===== src/logic/stff_params.svh =====
// frame layout, channel map and timing constants of the telemetry formatter
`ifndef STFF_PARAMS_SVH
`define STFF_PARAMS_SVH

// position limits (all zero-based: word 0 is telemetry word one)
`define STFF_LAST_BIT      3'h4
`define STFF_LAST_SUB      2'h3
`define STFF_LAST_WORD     5'h1F

// word assignments
`define STFF_SYNC_WORD     5'h00
`define STFF_G1_STORE_WORD 5'h00
`define STFF_G1_READ_WORD  5'h01
`define STFF_HK_FIRST_WORD 5'h02
`define STFF_HK_LAST_WORD  5'h1B
`define STFF_MARK_WORD     5'h1C
`define STFF_EVWORD_WORD   5'h1D
`define STFF_EVBIT_WORD    5'h1E
`define STFF_MODE_WORD     5'h1F

// converter channel map
`define STFF_CH_GEO1       4'h0
`define STFF_CH_GEO2       4'h1
`define STFF_CH_GEO3       4'h2
`define STFF_CH_HK_BASE    4'h3
`define STFF_CH_HIGH_REF   4'hA
`define STFF_CH_LOW_REF    4'hB

// pattern values
`define STFF_SYNC_PATTERN  10'h37A
`define STFF_MARK_CODE     5'h15

// timing: 20 MHz system clock, 10.6 kHz bit clock (10600 Hz)
`define STFF_CLK_HZ        32'h0131_2D00
`define STFF_BIT_RATE_HZ   32'h0000_2968
`define STFF_CLKS_PER_BIT  (`STFF_CLK_HZ / `STFF_BIT_RATE_HZ)

`endif


===== src/logic/stff_pkg.sv =====
// types and position helpers of the telemetry formatter
`include "stff_params.svh"
package stff_pkg;

    typedef struct packed {
        logic [4:0] word;
        logic [1:0] sub;
        logic [2:0] bit_idx;
    } stff_pos_t;

    typedef struct packed {
        logic       valid;
        logic [4:0] word;
        logic [4:0] bit_idx;
    } stff_event_t;

    typedef struct packed {
        logic       valid;
        logic [3:0] chan;
    } stff_conv_req_t;

    typedef struct packed {
        logic       bclk;
        logic       event_req;
        logic       done;
        logic [2:0] mode;
    } stff_pins_t;

    typedef enum logic [1:0] {
        STFF_SRC_CONV  = 2'b00,
        STFF_SRC_FRAME = 2'b01,
        STFF_SRC_HELD  = 2'b10,
        STFF_SRC_CTRL  = 2'b11
    } stff_src_t;

    function automatic stff_pos_t stff_next_pos(input stff_pos_t p);
        stff_pos_t n;
        n = p;
        if (p.bit_idx == `STFF_LAST_BIT) begin
            n.bit_idx = 3'h0;
            n.sub     = p.sub + 2'h1;
            if (p.sub == `STFF_LAST_SUB) begin
                n.word = p.word + 5'h01;
            end
        end else begin
            n.bit_idx = p.bit_idx + 3'h1;
        end
        return n;
    endfunction

    function automatic logic [4:0] stff_bit_in_word(input stff_pos_t p);
        return 5'({p.sub, 2'b00} + {3'h0, p.sub} + {2'h0, p.bit_idx});
    endfunction

    // which channel must be converted for the subword at position p
    function automatic stff_conv_req_t stff_conv_target(input stff_pos_t p);
        stff_conv_req_t r;
        r = '0;
        unique case (p.sub)
            2'h1: r = '{valid: 1'b1, chan: `STFF_CH_GEO1};
            2'h2: r = '{valid: 1'b1, chan: `STFF_CH_GEO2};
            2'h3: r = '{valid: 1'b1, chan: `STFF_CH_GEO3};
            2'h0: begin
                if (p.word >= `STFF_HK_FIRST_WORD &&
                    p.word <= `STFF_HK_LAST_WORD && !p.word[0]) begin
                    r.valid = 1'b1;
                    r.chan  = 4'(`STFF_CH_HK_BASE + p.word[4:1] - 4'h1);
                end
            end
        endcase
        return r;
    endfunction

endpackage


===== src/logic/stff_formatter.sv =====
// telemetry frame formatter for the active seismic unit
`timescale 1ns/100ps
`include "stff_params.svh"

// Summary of operation
// - split byte samples over odd/even word nibbles
// - fifth bit of split subwords stays zero
// - mark code sent when prior frame had event
// - send word number of prior-frame event
// - send bit number of prior-frame event
// - mode identifier in top three bits only
// - shift assembled frame serially to modulator
// - converter result held in buffer before loading
// - per-subword source select drives shift register
// - sample high and low references each frame
// - sync pattern fills first ten bits
// - 32 words of four subwords, external bit clock
// - sync sits in word one subwords one, two
// - event data in words 29, 30, 31
// - mode identifier in word 32 subword one
module stff_formatter
    import stff_pkg::*;
#(
    parameter logic [9:0] SYNC_PATTERN = `STFF_SYNC_PATTERN,
    parameter logic [4:0] MARK_CODE    = `STFF_MARK_CODE
) (
    input  wire logic       clk_in,
    input  wire logic       rst_in,
    input  wire logic       bit_clock_in,
    input  wire logic       rt_event_in,
    input  wire logic [2:0] mode_id_in,
    input  wire logic       conv_done_in,
    input  wire logic [7:0] conv_data_in,
    output logic            serial_data_out,
    output logic            bit_strobe_out,
    output logic            frame_start_out,
    output logic            conv_start_out,
    output logic [3:0]      conv_channel_out
);

    typedef struct packed {
        stff_pins_t  meta;
        stff_pins_t  sync;
        logic        bclk_prev;
        logic        ev_prev;
        logic        done_prev;
        stff_pos_t   pos;
        logic [4:0]  sub;
        logic        ser;
        logic        strobe;
        logic        fstart;
        logic        conv_start;
        logic [3:0]  chan;
        logic [7:0]  hold;
        logic [7:0]  hk;
        logic [7:0]  geo1;
        stff_event_t cap;
        stff_event_t rep;
        logic [2:0]  mode;
    } stff_state_t;

    // start parked on the last bit so the first bit clock opens word one
    localparam stff_state_t RESET_STATE = '{
        pos:     '{word: `STFF_LAST_WORD, sub: `STFF_LAST_SUB,
                   bit_idx: `STFF_LAST_BIT},
        default: '0
    };

    stff_state_t    s_q;
    stff_state_t    s_d;
    stff_pos_t      nxt;
    stff_pos_t      fol;
    stff_conv_req_t req;
    stff_event_t    cap_n;
    logic [4:0]     sub_new;
    logic           bit_en;
    logic           ev_edge;
    logic           done_edge;
    logic           wrap;

    stff_subword_mux #(
        .SYNC_PATTERN (SYNC_PATTERN),
        .MARK_CODE    (MARK_CODE)
    ) u_mux (
        .pos_in      (nxt),
        .hold_in     (s_q.hold),
        .hk_in       (s_q.hk),
        .geo1_in     (s_q.geo1),
        .report_in   (s_q.rep),
        .mode_in     (s_q.mode),
        .subword_out (sub_new)
    );

    always_comb begin
        s_d = s_q;
        // two-stage synchronisers on the bit clock, event, done and mode pins
        s_d.meta = '{bclk: bit_clock_in, event_req: rt_event_in,
                     done: conv_done_in, mode: mode_id_in};
        s_d.sync       = s_q.meta;
        s_d.bclk_prev  = s_q.sync.bclk;
        s_d.ev_prev    = s_q.sync.event_req;
        s_d.done_prev  = s_q.sync.done;
        s_d.strobe     = 1'b0;
        s_d.conv_start = 1'b0;

        bit_en    = s_q.sync.bclk & ~s_q.bclk_prev;
        ev_edge   = s_q.sync.event_req & ~s_q.ev_prev;
        done_edge = s_q.sync.done & ~s_q.done_prev;
        wrap      = bit_en && s_q.pos.word == `STFF_LAST_WORD &&
                    s_q.pos.sub == `STFF_LAST_SUB &&
                    s_q.pos.bit_idx == `STFF_LAST_BIT;

        nxt = stff_next_pos(s_q.pos);
        fol = nxt;
        fol.bit_idx = `STFF_LAST_BIT;
        fol = stff_next_pos(fol);
        req = stff_conv_target(fol);

        // data lines are read three edges after done rose, long settled
        if (done_edge) begin
            s_d.hold = conv_data_in;
        end

        // first event of the frame wins; later ones in it are ignored
        cap_n = s_q.cap;
        if (ev_edge && !s_q.cap.valid) begin
            cap_n = '{valid: 1'b1, word: s_q.pos.word,
                      bit_idx: stff_bit_in_word(s_q.pos)};
        end
        if (wrap) begin
            // an event on the last bit still lands in this report
            s_d.rep  = cap_n;
            s_d.cap  = '0;
            s_d.mode = s_q.sync.mode;
        end else begin
            s_d.cap = cap_n;
        end

        if (bit_en) begin
            s_d.pos    = nxt;
            s_d.strobe = 1'b1;
            s_d.fstart = nxt == '0;
            if (nxt.bit_idx == 3'h0) begin
                s_d.sub = sub_new;
                s_d.ser = sub_new[4];
                // order the conversion the following subword will need
                if (req.valid) begin
                    s_d.conv_start = 1'b1;
                    s_d.chan       = req.chan;
                end
                if (nxt.sub == 2'h0 && !nxt.word[0]) begin
                    s_d.hk = s_q.hold;
                end
                if (nxt.word == `STFF_G1_STORE_WORD && nxt.sub == 2'h1) begin
                    s_d.geo1 = s_q.hold;
                end
            end else begin
                s_d.ser = s_q.sub[3'h4 - nxt.bit_idx];
            end
        end
    end

    always_ff @(posedge clk_in or posedge rst_in) begin
        if (rst_in) begin
            s_q <= RESET_STATE;
        end else begin
            s_q <= s_d;
        end
    end

    assign serial_data_out  = s_q.ser;
    assign bit_strobe_out   = s_q.strobe;
    assign frame_start_out  = s_q.fstart;
    assign conv_start_out   = s_q.conv_start;
    assign conv_channel_out = s_q.chan;

    logic hk_sub0;
    assign hk_sub0 = s_q.pos.sub == 2'h0 &&
                     s_q.pos.word >= `STFF_HK_FIRST_WORD &&
                     s_q.pos.word <= `STFF_HK_LAST_WORD;
endmodule


===== src/logic/stff_subword_mux.sv =====
// selects the five-bit subword for a frame position
`timescale 1ns/100ps
`include "stff_params.svh"
module stff_subword_mux
    import stff_pkg::*;
#(
    parameter logic [9:0] SYNC_PATTERN = `STFF_SYNC_PATTERN,
    parameter logic [4:0] MARK_CODE    = `STFF_MARK_CODE
) (
    input  wire stff_pos_t   pos_in,
    input  wire logic [7:0]  hold_in,
    input  wire logic [7:0]  hk_in,
    input  wire logic [7:0]  geo1_in,
    input  wire stff_event_t report_in,
    input  wire logic [2:0]  mode_in,
    output logic [4:0]       subword_out
);

    stff_src_t src;
    logic      hk_word;

    always_comb begin
        hk_word = pos_in.word >= `STFF_HK_FIRST_WORD &&
                  pos_in.word <= `STFF_HK_LAST_WORD;
        // source select per subword
        if (pos_in.word == `STFF_SYNC_WORD && pos_in.sub <= 2'h1) begin
            src = STFF_SRC_FRAME;
        end else if (pos_in.sub != 2'h0) begin
            src = STFF_SRC_CONV;
        end else if (pos_in.word == `STFF_G1_READ_WORD) begin
            src = STFF_SRC_HELD;
        end else if (hk_word) begin
            src = pos_in.word[0] ? STFF_SRC_HELD : STFF_SRC_CONV;
        end else begin
            src = STFF_SRC_CTRL;
        end
        unique case (src)
            STFF_SRC_CONV: begin
                // upper nibble of a housekeeping sample, fifth bit spare
                if (pos_in.sub == 2'h0) begin
                    subword_out = {hold_in[7:4], 1'b0};
                end else begin
                    subword_out = hold_in[7:3];
                end
            end
            STFF_SRC_FRAME: begin
                if (pos_in.sub == 2'h0) begin
                    subword_out = SYNC_PATTERN[9:5];
                end else begin
                    subword_out = SYNC_PATTERN[4:0];
                end
            end
            STFF_SRC_HELD: begin
                if (pos_in.word == `STFF_G1_READ_WORD) begin
                    subword_out = geo1_in[7:3];
                end else begin
                    subword_out = {hk_in[3:0], 1'b0};
                end
            end
            STFF_SRC_CTRL: begin
                if (pos_in.word == `STFF_MARK_WORD) begin
                    subword_out = report_in.valid ? MARK_CODE : 5'h00;
                end else if (pos_in.word == `STFF_EVWORD_WORD) begin
                    subword_out = report_in.word;
                end else if (pos_in.word == `STFF_EVBIT_WORD) begin
                    subword_out = report_in.bit_idx;
                end else begin
                    subword_out = {mode_in, 2'b00};
                end
            end
        endcase
    end

endmodule


===== config.mk =====
export PLATFORM = sky130hd
export DESIGN_NAME = stff_formatter
export DESIGN_NICKNAME = d
export VERILOG_FILES = /design/src/logic/stff_pkg.sv /design/src/logic/stff_formatter.sv /design/src/logic/stff_subword_mux.sv
export VERILOG_INCLUDE_DIRS = /design/src /design/src/logic
export SDC_FILE = /design/constraint.sdc
export NUM_CORES = 1
export LEC_CHECK = 0
export BUFFER_PORTS_ARGS = -buffer_cell sky130_fd_sc_hd__clkbuf_2
export CAP_MARGIN = 30
export CORE_MARGIN = 2
export CORE_UTILIZATION = 53
export DETAILED_ROUTE_END_ITERATION = 7
export HOLD_SLACK_MARGIN = 0.15
export PLACE_DENSITY_LB_ADDON = 0.05
export REMOVE_ABC_BUFFERS = 1
export SLEW_MARGIN = 40
export SYNTH_ARGS = -nofsm -noshare
export SYNTH_HDL_FRONTEND = slang
export SYNTH_SLANG_ARGS = --single-unit

===== constraint.sdc =====
create_clock -name clk_in -period 7.5 [get_ports clk_in]
set_input_delay 0.75 -clock clk_in [delete_from_list [all_inputs] [get_ports clk_in]]
set_output_delay 0.75 -clock clk_in [all_outputs]
set_load 0.005 [all_outputs]

After elaboration in Yosys (flattened, before gate mapping)
Index checks and enable logic that the tools add are counted.
- register bits: 83
- input port bits: 16
- output and inout port bits: 8
- logic and storage cells: 118
- $add $sub $neg: 10
- $lt $le $gt $ge: 6
- eq/ne operators: 15
- multiplexer cells: 27
- bitwise gates (word level): 6
- reductions and logical operators: 24
- operator list (kind ; count):
    two-way mux 5 bit ; 10
    case mux 5 bit (4 select lines) ; 2
    two-way mux 11 bit ; 2
    equality test 5 bit, second input constant ; 4
    two-way mux 7 bit ; 2
    equality test 2 bit, second input constant ; 6
    adder 5 x 1 -> 5 bit, second input constant ; 2
    greater-or-equal comparator 5 x 2 -> 1 bit, second input constant ; 2
    <= comparator 5 bit, second input constant ; 2
    logical AND 1 bit ; 10
    logical NOT 10 bit ; 1
    two-way mux 2 bit ; 5
    AND reduction 3 bit ; 3
    equality test 2 x 1 -> 1 bit, second input constant ; 3
    logical NOT 2 bit ; 3
    adder 4 x 2 -> 5 bit ; 1
    adder 5 x 3 -> 5 bit ; 1
    equality test 5 x 1 -> 1 bit, second input constant ; 1
    logical NOT 5 bit ; 1
    adder 2 x 1 -> 2 bit, second input constant ; 2
    adder 2 x 4 -> 4 bit, first input constant ; 1
    < comparator 3 x 4 -> 1 bit, second input constant ; 1
    two-way mux 1 bit ; 4
    subtractor 4 x 1 -> 4 bit, second input constant ; 1
    12 further kinds ; 18

Logic depth before layout (Yosys ltp)
Gate-level depths: netlist of run 1.
- depth in word-level cells: 13
- mapped depth: 17
- depth with buffers taken out: 14

Hierarchy
From an unflattened synthesis of run 1, not the netlist that was laid out.
- cells, all modules: 385
- area, all modules: 4236.6 um2
- by module, submodules not included (module ; times used ; cells each ; area each (um2) ; seq. area each (um2)):
    stff_formatter ; 1 ; 339 ; 3856.2 ; 2187.1
    stff_subword_mux ; 1 ; 46 ; 380.4 ; 0.0

Least setup slack after synthesis of run 1
No wires, ideal clock.
- kind: reg2reg
- start point: register s_q[65] in the netlist's numbering
- end point: register s_q (netlist bit serial_data_out)
- library setup time: 0.138 ns
- data arrival time: 3.034 ns
- path slack: 4.328 ns
- cell stages (with the launch flop): 16
- buffers on the path: 3
- period minus slack after synthesis: 3.172 ns
- cells stage by stage: dfstp_2 > ha_1 > nand3_2 > buf_6 > xor2_1 > inv_1 > ha_1 > clkbuf_1 > inv_1 > a211oi_1 > and4_1 > buf_2 > nor2_1 > a31oi_1 > a21boi_1 > o311ai_2
- RTL lines (what ; RTL line ; text):
    from (decl) ; stff_formatter.sv:69 ; stff_state_t s_q;
    from (signal assigned) ; stff_formatter.sv:165 ; s_q <= RESET_STATE;
    from (signal assigned) ; stff_formatter.sv:167 ; s_q <= s_d;

==> flow_summary.json, run 1 <==
{
  "power_density_mw_per_mm2": 282,
  "min_to": "s_q[75]",
  "crit-reg2reg-capture": "serial_data_out",
  "drt_pass1_iterations": 4,
  "synthDominantCellAreaShare_pct": 43.9,
  "vias_per_cell": 5.54,
  "p_leak_uw": 0.00203,
  "fin_area_mm2": 0.00443,
  "yosysWarnings": 0,
  "tightestPinTransition_ns": 0.789,
  "drt_iter0_drc": 156,
  "synth-edff-count": 0,
  "dp_cells": 500,
  "holdBufCountCts": 0,
  "cp-startpoint": "s_q[63]",
  "drcViolationCount": 0,
  "timing.rr.start": "s_q[63]",
  "port_buffers": 23,
  "path_class": "flip-flop to flip-flop",
  "placed_cell_area_mm2": 0.00425,
  "pre_cts_ws_ns": 3.75,
  "cts_root_buf": "clkbuf_8",
  "cts.repair.resized": 0,
  "reg2reg_depth": 13,
  "synth.area.top_cells": "dfrtp_1, dfstp_2, mux2_2",
  "syn_inst": 393,
  "relSlewSlack_pct": 47.4,
  "cts_sinks": 80,
  "slew_violations": 0,
  "overflow": 0,
  "grt_max_degree": 81,
  "finalNetCount": 442,
  "r2r_slack_ns": 3.68,
  "placementRows": 32,
  "antennaDiodeCount": 0,
  "grt_pass1_vias": 2755,
  "ys_seq_area_share_pct": 49.0,
  "crit_fanout": 12,
  "synth-seq-cells": 80,
  "num_vias": 2859,
  "cts_buffers": 9,
  "cts_htree_levels": 3,
  "yosysTopAreaCell": "dfrtp_1",
  "worst_hold_path_type": "flip-flop to flip-flop",
  "die-area_mm2": 0.00847,
  "place.gp.congestion": 0.928,
  "clk_pin_slew_ns": 0.08,
  "maxCapViolCount": 0,
  "final_common_cell": "dfrtp_1",
  "avgSynthCellArea_um2": 10.4,
  "layout-drive-gt1-share_pct": 20.8,
  "worstHoldStart": "s_d[75]",
  "min_path_cells": 0,
  "grtUsageTotal_pct": 20.7,
  "antenna_left": 0,
  "layout_setup_ws_ns": 3.68,
  "post_cts_buffers": 0,
  "grt_pass1_wl_um": 13600,
  "async_flop_share_pct": 100,
  "min_period_ns": 3.82,
  "fmax_mhz": 262,
  "rsz0062_at_grt": "no",
  "boundaryPins": 24,
  "synth_area_mm2": 0.00411,
  "synth_flop_cell": "dfrtp_1",
  "worst_setup_path_start_kind": "flip-flop",
  "timing.final.setup_violations": 0,
  "core_area_mm2": 0.00761,
  "clkLatencyLatePin_ns": 0.34,
  "start_util_pct": 54.0,
  "wl_per_cell_um": 15.6,
  "status": "finished clean",
  "cts_buffer_depth": 2,
  "peakVddDrop_mv": 0.165,
  "instances_no_fill": 516,
  "layout_common_cells": "dfrtp_1, nand2_1, nor2_1, o21ai_0, clkbuf_2",
  "antenna_found_initial": 0,
  "finClkSkew_ns": 0.00842,
  "die_w_um": 92.0,
  "hpwl_um": 5880,
  "cp-end-kind": "flip-flop",
  "wl_um": 8050,
  "synth_cell_type_count": 63,
  "finalCritPeriodShare_pct": 50.9,
  "die_h_um": 92.0,
  "cts_tree": "done",
  "required_ns": 7.72,
  "finalHoldViolCount": 0,
  "finalSetupTns_ns": 0,
  "critical_path_arrival_ns": 4.04,
  "area_growth_pct": 7.98
}
## per-layer routing
layer  vias up  routed length, µm  global-route usage [%]
li1       1390                  -                       -
met1      1385               3740                    28.7
met2        75               3850                    33.3
met3         9                352                    3.53
met4         0                108                    7.09
met5         -                  0                       0
## worst max-delay path by stage
stage | end | cells after the start
after floorplan | serial_data_out | 12
after global placement | serial_data_out | 13
after detailed placement | serial_data_out | 13
after CTS | serial_data_out | 13
after global routing | serial_data_out | 13
final | serial_data_out | 13
## cells by family (layout without fill, tap and decap cells)
family                   count (synthesis)  in the layout  synth area share, %
AO/OA/AOI/OAI                           77             77                 12.6
adder cells (fa/ha/maj)                 17             17                 5.36
AND/OR/NAND/NOR                        128            128                 15.1
buffers and inverters                   40             61                 4.66
XOR/XNOR                                14             14                 3.35
flip-flops                              80             80                 49.0
multiplexers                            37             37                 9.99
## synthesized netlist by cell type, types with 4 or more instances
library cell / n
dfrtp_1: 72
nand2_1: 48
nor2_1: 30
o21ai_0: 27
inv_1: 20
mux2_2: 18
mux2i_1: 17
a21oi_1: 16
ha_1: 16
nand3_1: 11
clkbuf_1: 8
dfstp_2: 8
xnor2_1: 7
a31oi_1: 5
nor2b_1: 5
nor3_1: 5
xor2_1: 5
and2_1: 4
buf_4: 4
nand4_1: 4
o31ai_1: 4
## power breakdown
group | internal [µW] | leakage [µW] | total (µW) | switching [µW]
Sequential | 505 | 0.000996 | 556 | 51.0
Combinational | 179 | 0.000946 | 408 | 230
Clock | 132 | 0.0000903 | 287 | 155
## sequential cells by signal, summed over array words and instances, names as in the netlist
signal and count:
conv_start_out 1, s_d 9, conv_channel_out 4, frame_start_out 1, bit_strobe_out 1, s_q 63, serial_data_out 1
## area by class of cell
cell class,count,area (µm²)
timing repair buffer,24,126
sequential,80,2010
clock inverter,5,38.8
tap,102,128
multi-input combinational,273,1910
clock buffer,11,141
inverter,21,80.1
fill,662,3170
## stage by stage
| stage | utilization, % | total power (µW) | hold WS, ns |
|---|---|---|---|
| final | 58.3 | 1250 | 0.354 |
| after global routing | 58.3 | 1340 | 0.363 |
| after CTS | 58.3 | 1260 | 0.357 |
| after detailed placement | 55.9 | 971 | 0.337 |
| after global placement | 55.8 | 966 | 0.332 |
| after floorplan | - | 865 | 0.331 |
## critical path, stage by stage (launching register included)
cell      delay, ns
dfrtp_1        0.40
inv_1          0.13
ha_1           0.29
nand3_2        0.31
xor2_1         0.30
inv_1          0.20
ha_1           0.37
inv_1          0.12
a211oi_1       0.18
and4_1         0.55
nor2_1         0.10
a31oi_1        0.34
a21boi_1       0.29
o311ai_2       0.12
(Power assumes the default switching activity.)
==> run 2, diff against run 1 <==
==> constraint.sdc (replaced) <==
create_clock -name clk_in -period 3.3 [get_ports clk_in]
set_input_delay 0.33 -clock clk_in [delete_from_list [all_inputs] [get_ports clk_in]]
set_output_delay 0.33 -clock clk_in [all_outputs]
set_load 0.005 [all_outputs]
==> run 2 against run 1 <==
First-iteration DRC count down 5.8%. Largest power group unchanged. Sequential power rose by 130%. Largest cell class unchanged. Critical path type unchanged. Design area rose by 4.5%. Maximum frequency is 21% higher. Cell count grew 3.5%. Clock power grew to 2.5 times the previous value. Worst setup slack got worse by 3.5 ns. Utilization is 2.6 points higher.
==> flow_summary.json, run 2 (synthesized netlist as in run 1, its figures left out) <==
{
  "die_w_um": 92.0,
  "wl_per_cell_um": 15.9,
  "worst_hold_path_type": "input pin to flip-flop",
  "crit_buf_inv": 1,
  "combPwrFrac_pct": 32.8,
  "path_class": "flip-flop to flip-flop",
  "wl_um": 8500,
  "die-area_mm2": 0.00847,
  "design_power_total_uw": 2960,
  "timing.final.setup_violations": 0,
  "port_buffers": 23,
  "clkLatencyLatePin_ns": 0.36,
  "area_growth_pct": 12.9,
  "status": "finished clean",
  "grtUsageTotal_pct": 21.6,
  "drcViolationCount": 0,
  "p_clk_share_pct": 24.3,
  "post_cts_buffers": 0,
  "clk_pin_slew_ns": 0.11,
  "boundaryPins": 24,
  "p_sw_uw": 1090,
  "drt_pass1_iterations": 5,
  "overflow": 0,
  "p_leak_uw": 0.00213,
  "tightestPinTransition_ns": 0.803,
  "antennaDiodeCount": 0,
  "grt_max_degree": 57,
  "instances_no_fill": 534,
  "drt_iter0_drc": 147,
  "final_common_cell": "dfrtp_1",
  "fillers": 667,
  "cts_buffer_depth": 2,
  "fmax_mhz": 317,
  "intPower_uw": 1870,
  "critPathMaxStageDelay_ns": 0.63,
  "power_density_mw_per_mm2": 639,
  "place.gp.congestion": 0.898,
  "cts_root_buf": "clkbuf_8",
  "relSlewSlack_pct": 46.4,
  "finalHoldViolCount": 0,
  "min_period_ns": 3.16,
  "finalNetCount": 460,
  "finClkSkew_ns": 0.0197,
  "start_util_pct": 54.0,
  "multi_input_area_mm2": 0.00194,
  "vias_per_cell": 5.50,
  "layout_common_cells": "dfrtp_1, nand2_1, nor2_1, o21ai_0, clkbuf_2",
  "p_seq_share_pct": 42.8,
  "cp_slowest_cell": "dfstp_2",
  "critical_path_arrival_ns": 3.40,
  "die_h_um": 92.0,
  "finalCritPeriodShare_pct": 95.6,
  "largest_reg_flops": 63,
  "layout-drive-gt1-share_pct": 23.8,
  "slew_violations": 0,
  "crit_family": "simple AND/OR/NAND/NOR gates",
  "worst_setup_path_start_kind": "flip-flop",
  "hpwl_um": 6180,
  "antenna_left": 0,
  "cts_sinks": 80,
  "placementRows": 32,
  "grt_pass1_wl_um": 14400,
  "required_ns": 3.54,
  "num_vias": 2939,
  "core_area_mm2": 0.00761,
  "cp_cell_sequence": "ha_1 -> nand3_2 -> xor2_2 -> inv_1 -> ha_1 -> o2111ai_1 -> xor2_2 -> nor4_2 -> o31ai_1 -> nand2_2 -> mux2_4",
  "cts_buffers": 9,
  "regArea_mm2": 0.00201,
  "grt_pass1_vias": 2931,
  "cp-end-kind": "flip-flop",
  "cts_htree_levels": 3,
  "crit_fanout": 8,
  "finalSetupTns_ns": 0,
  "max_flop_register": "s_q",
  "antenna_found_initial": 0,
  "dp_cells": 511,
  "cts_tree": "done",
  "peakVddDrop_mv": 0.379,
  "maxCapViolCount": 0,
  "power.share.switching_pct": 36.7
}
[run 2: layout make-up]
class                      instances  share of cell area, %
tap                              102                   2.75
clock buffer                       9                   2.67
multi-input combinational        273                   41.8
timing repair buffer              42                   5.94
clock inverter                     7                   1.57
sequential                        80                   43.4
inverter                          21                   1.81
[run 2: what timing repair did]
action	4_1_cts	5_1_grt
gates resized for setup	0	6
hold buffers	7	0
hold endpoints to repair	55	0
endpoints found under the setup margin	0	8
[run 2: path summary, 6_finish.rpt]
check                                 from  slack, ns                  end  cells after the start
max in group asynchronous           rst_in       2.12              s_q[64]                      4
min                        conv_data_in[3]       0.21              s_q[44]                      2
min in group asynchronous           rst_in       0.53              s_d[79]                      3
min reg2reg                        s_d[75]       0.36              s_q[75]                      0
max                                s_q[66]       0.14  conv_channel_out[1]                     11
max reg2reg                        s_q[66]       0.14  conv_channel_out[1]                     11
[run 2: stage by stage]
step,util (%),worst slack (ns),hold WS [ns],area (µm²)
2_1_floorplan,-,0.0875,0.331,3990
3_3_place_gp,56.9,0.252,0.333,4330
3_5_place_dp,56.9,0.164,0.336,4330
4_1_cts,60.4,0.147,0.190,4600
5_1_grt,60.9,-0.00885,0.191,4630
6_report,60.9,0.144,0.205,4630
[run 2: power by group through the flow]
stage	logic (µW)	registers (µW)	clock network, µW
floorplan	713	1250	0
global placement	940	1280	0
detailed placement	949	1290	0
CTS	958	1270	735
global route	1070	1290	781
finish	972	1270	720
[run 2: routing by layer]
metal | part of all wire (%) | vias to the layer above | track usage, % | routed length [µm]
met5 | 0 | - | 0 | 0
met4 | 1.6 | 0 | 7.46 | 133
met3 | 3.4 | 10 | 3.29 | 289
met2 | 48 | 74 | 34.5 | 4060
met1 | 47 | 1432 | 30.4 | 4010
li1 | - | 1423 | - | -
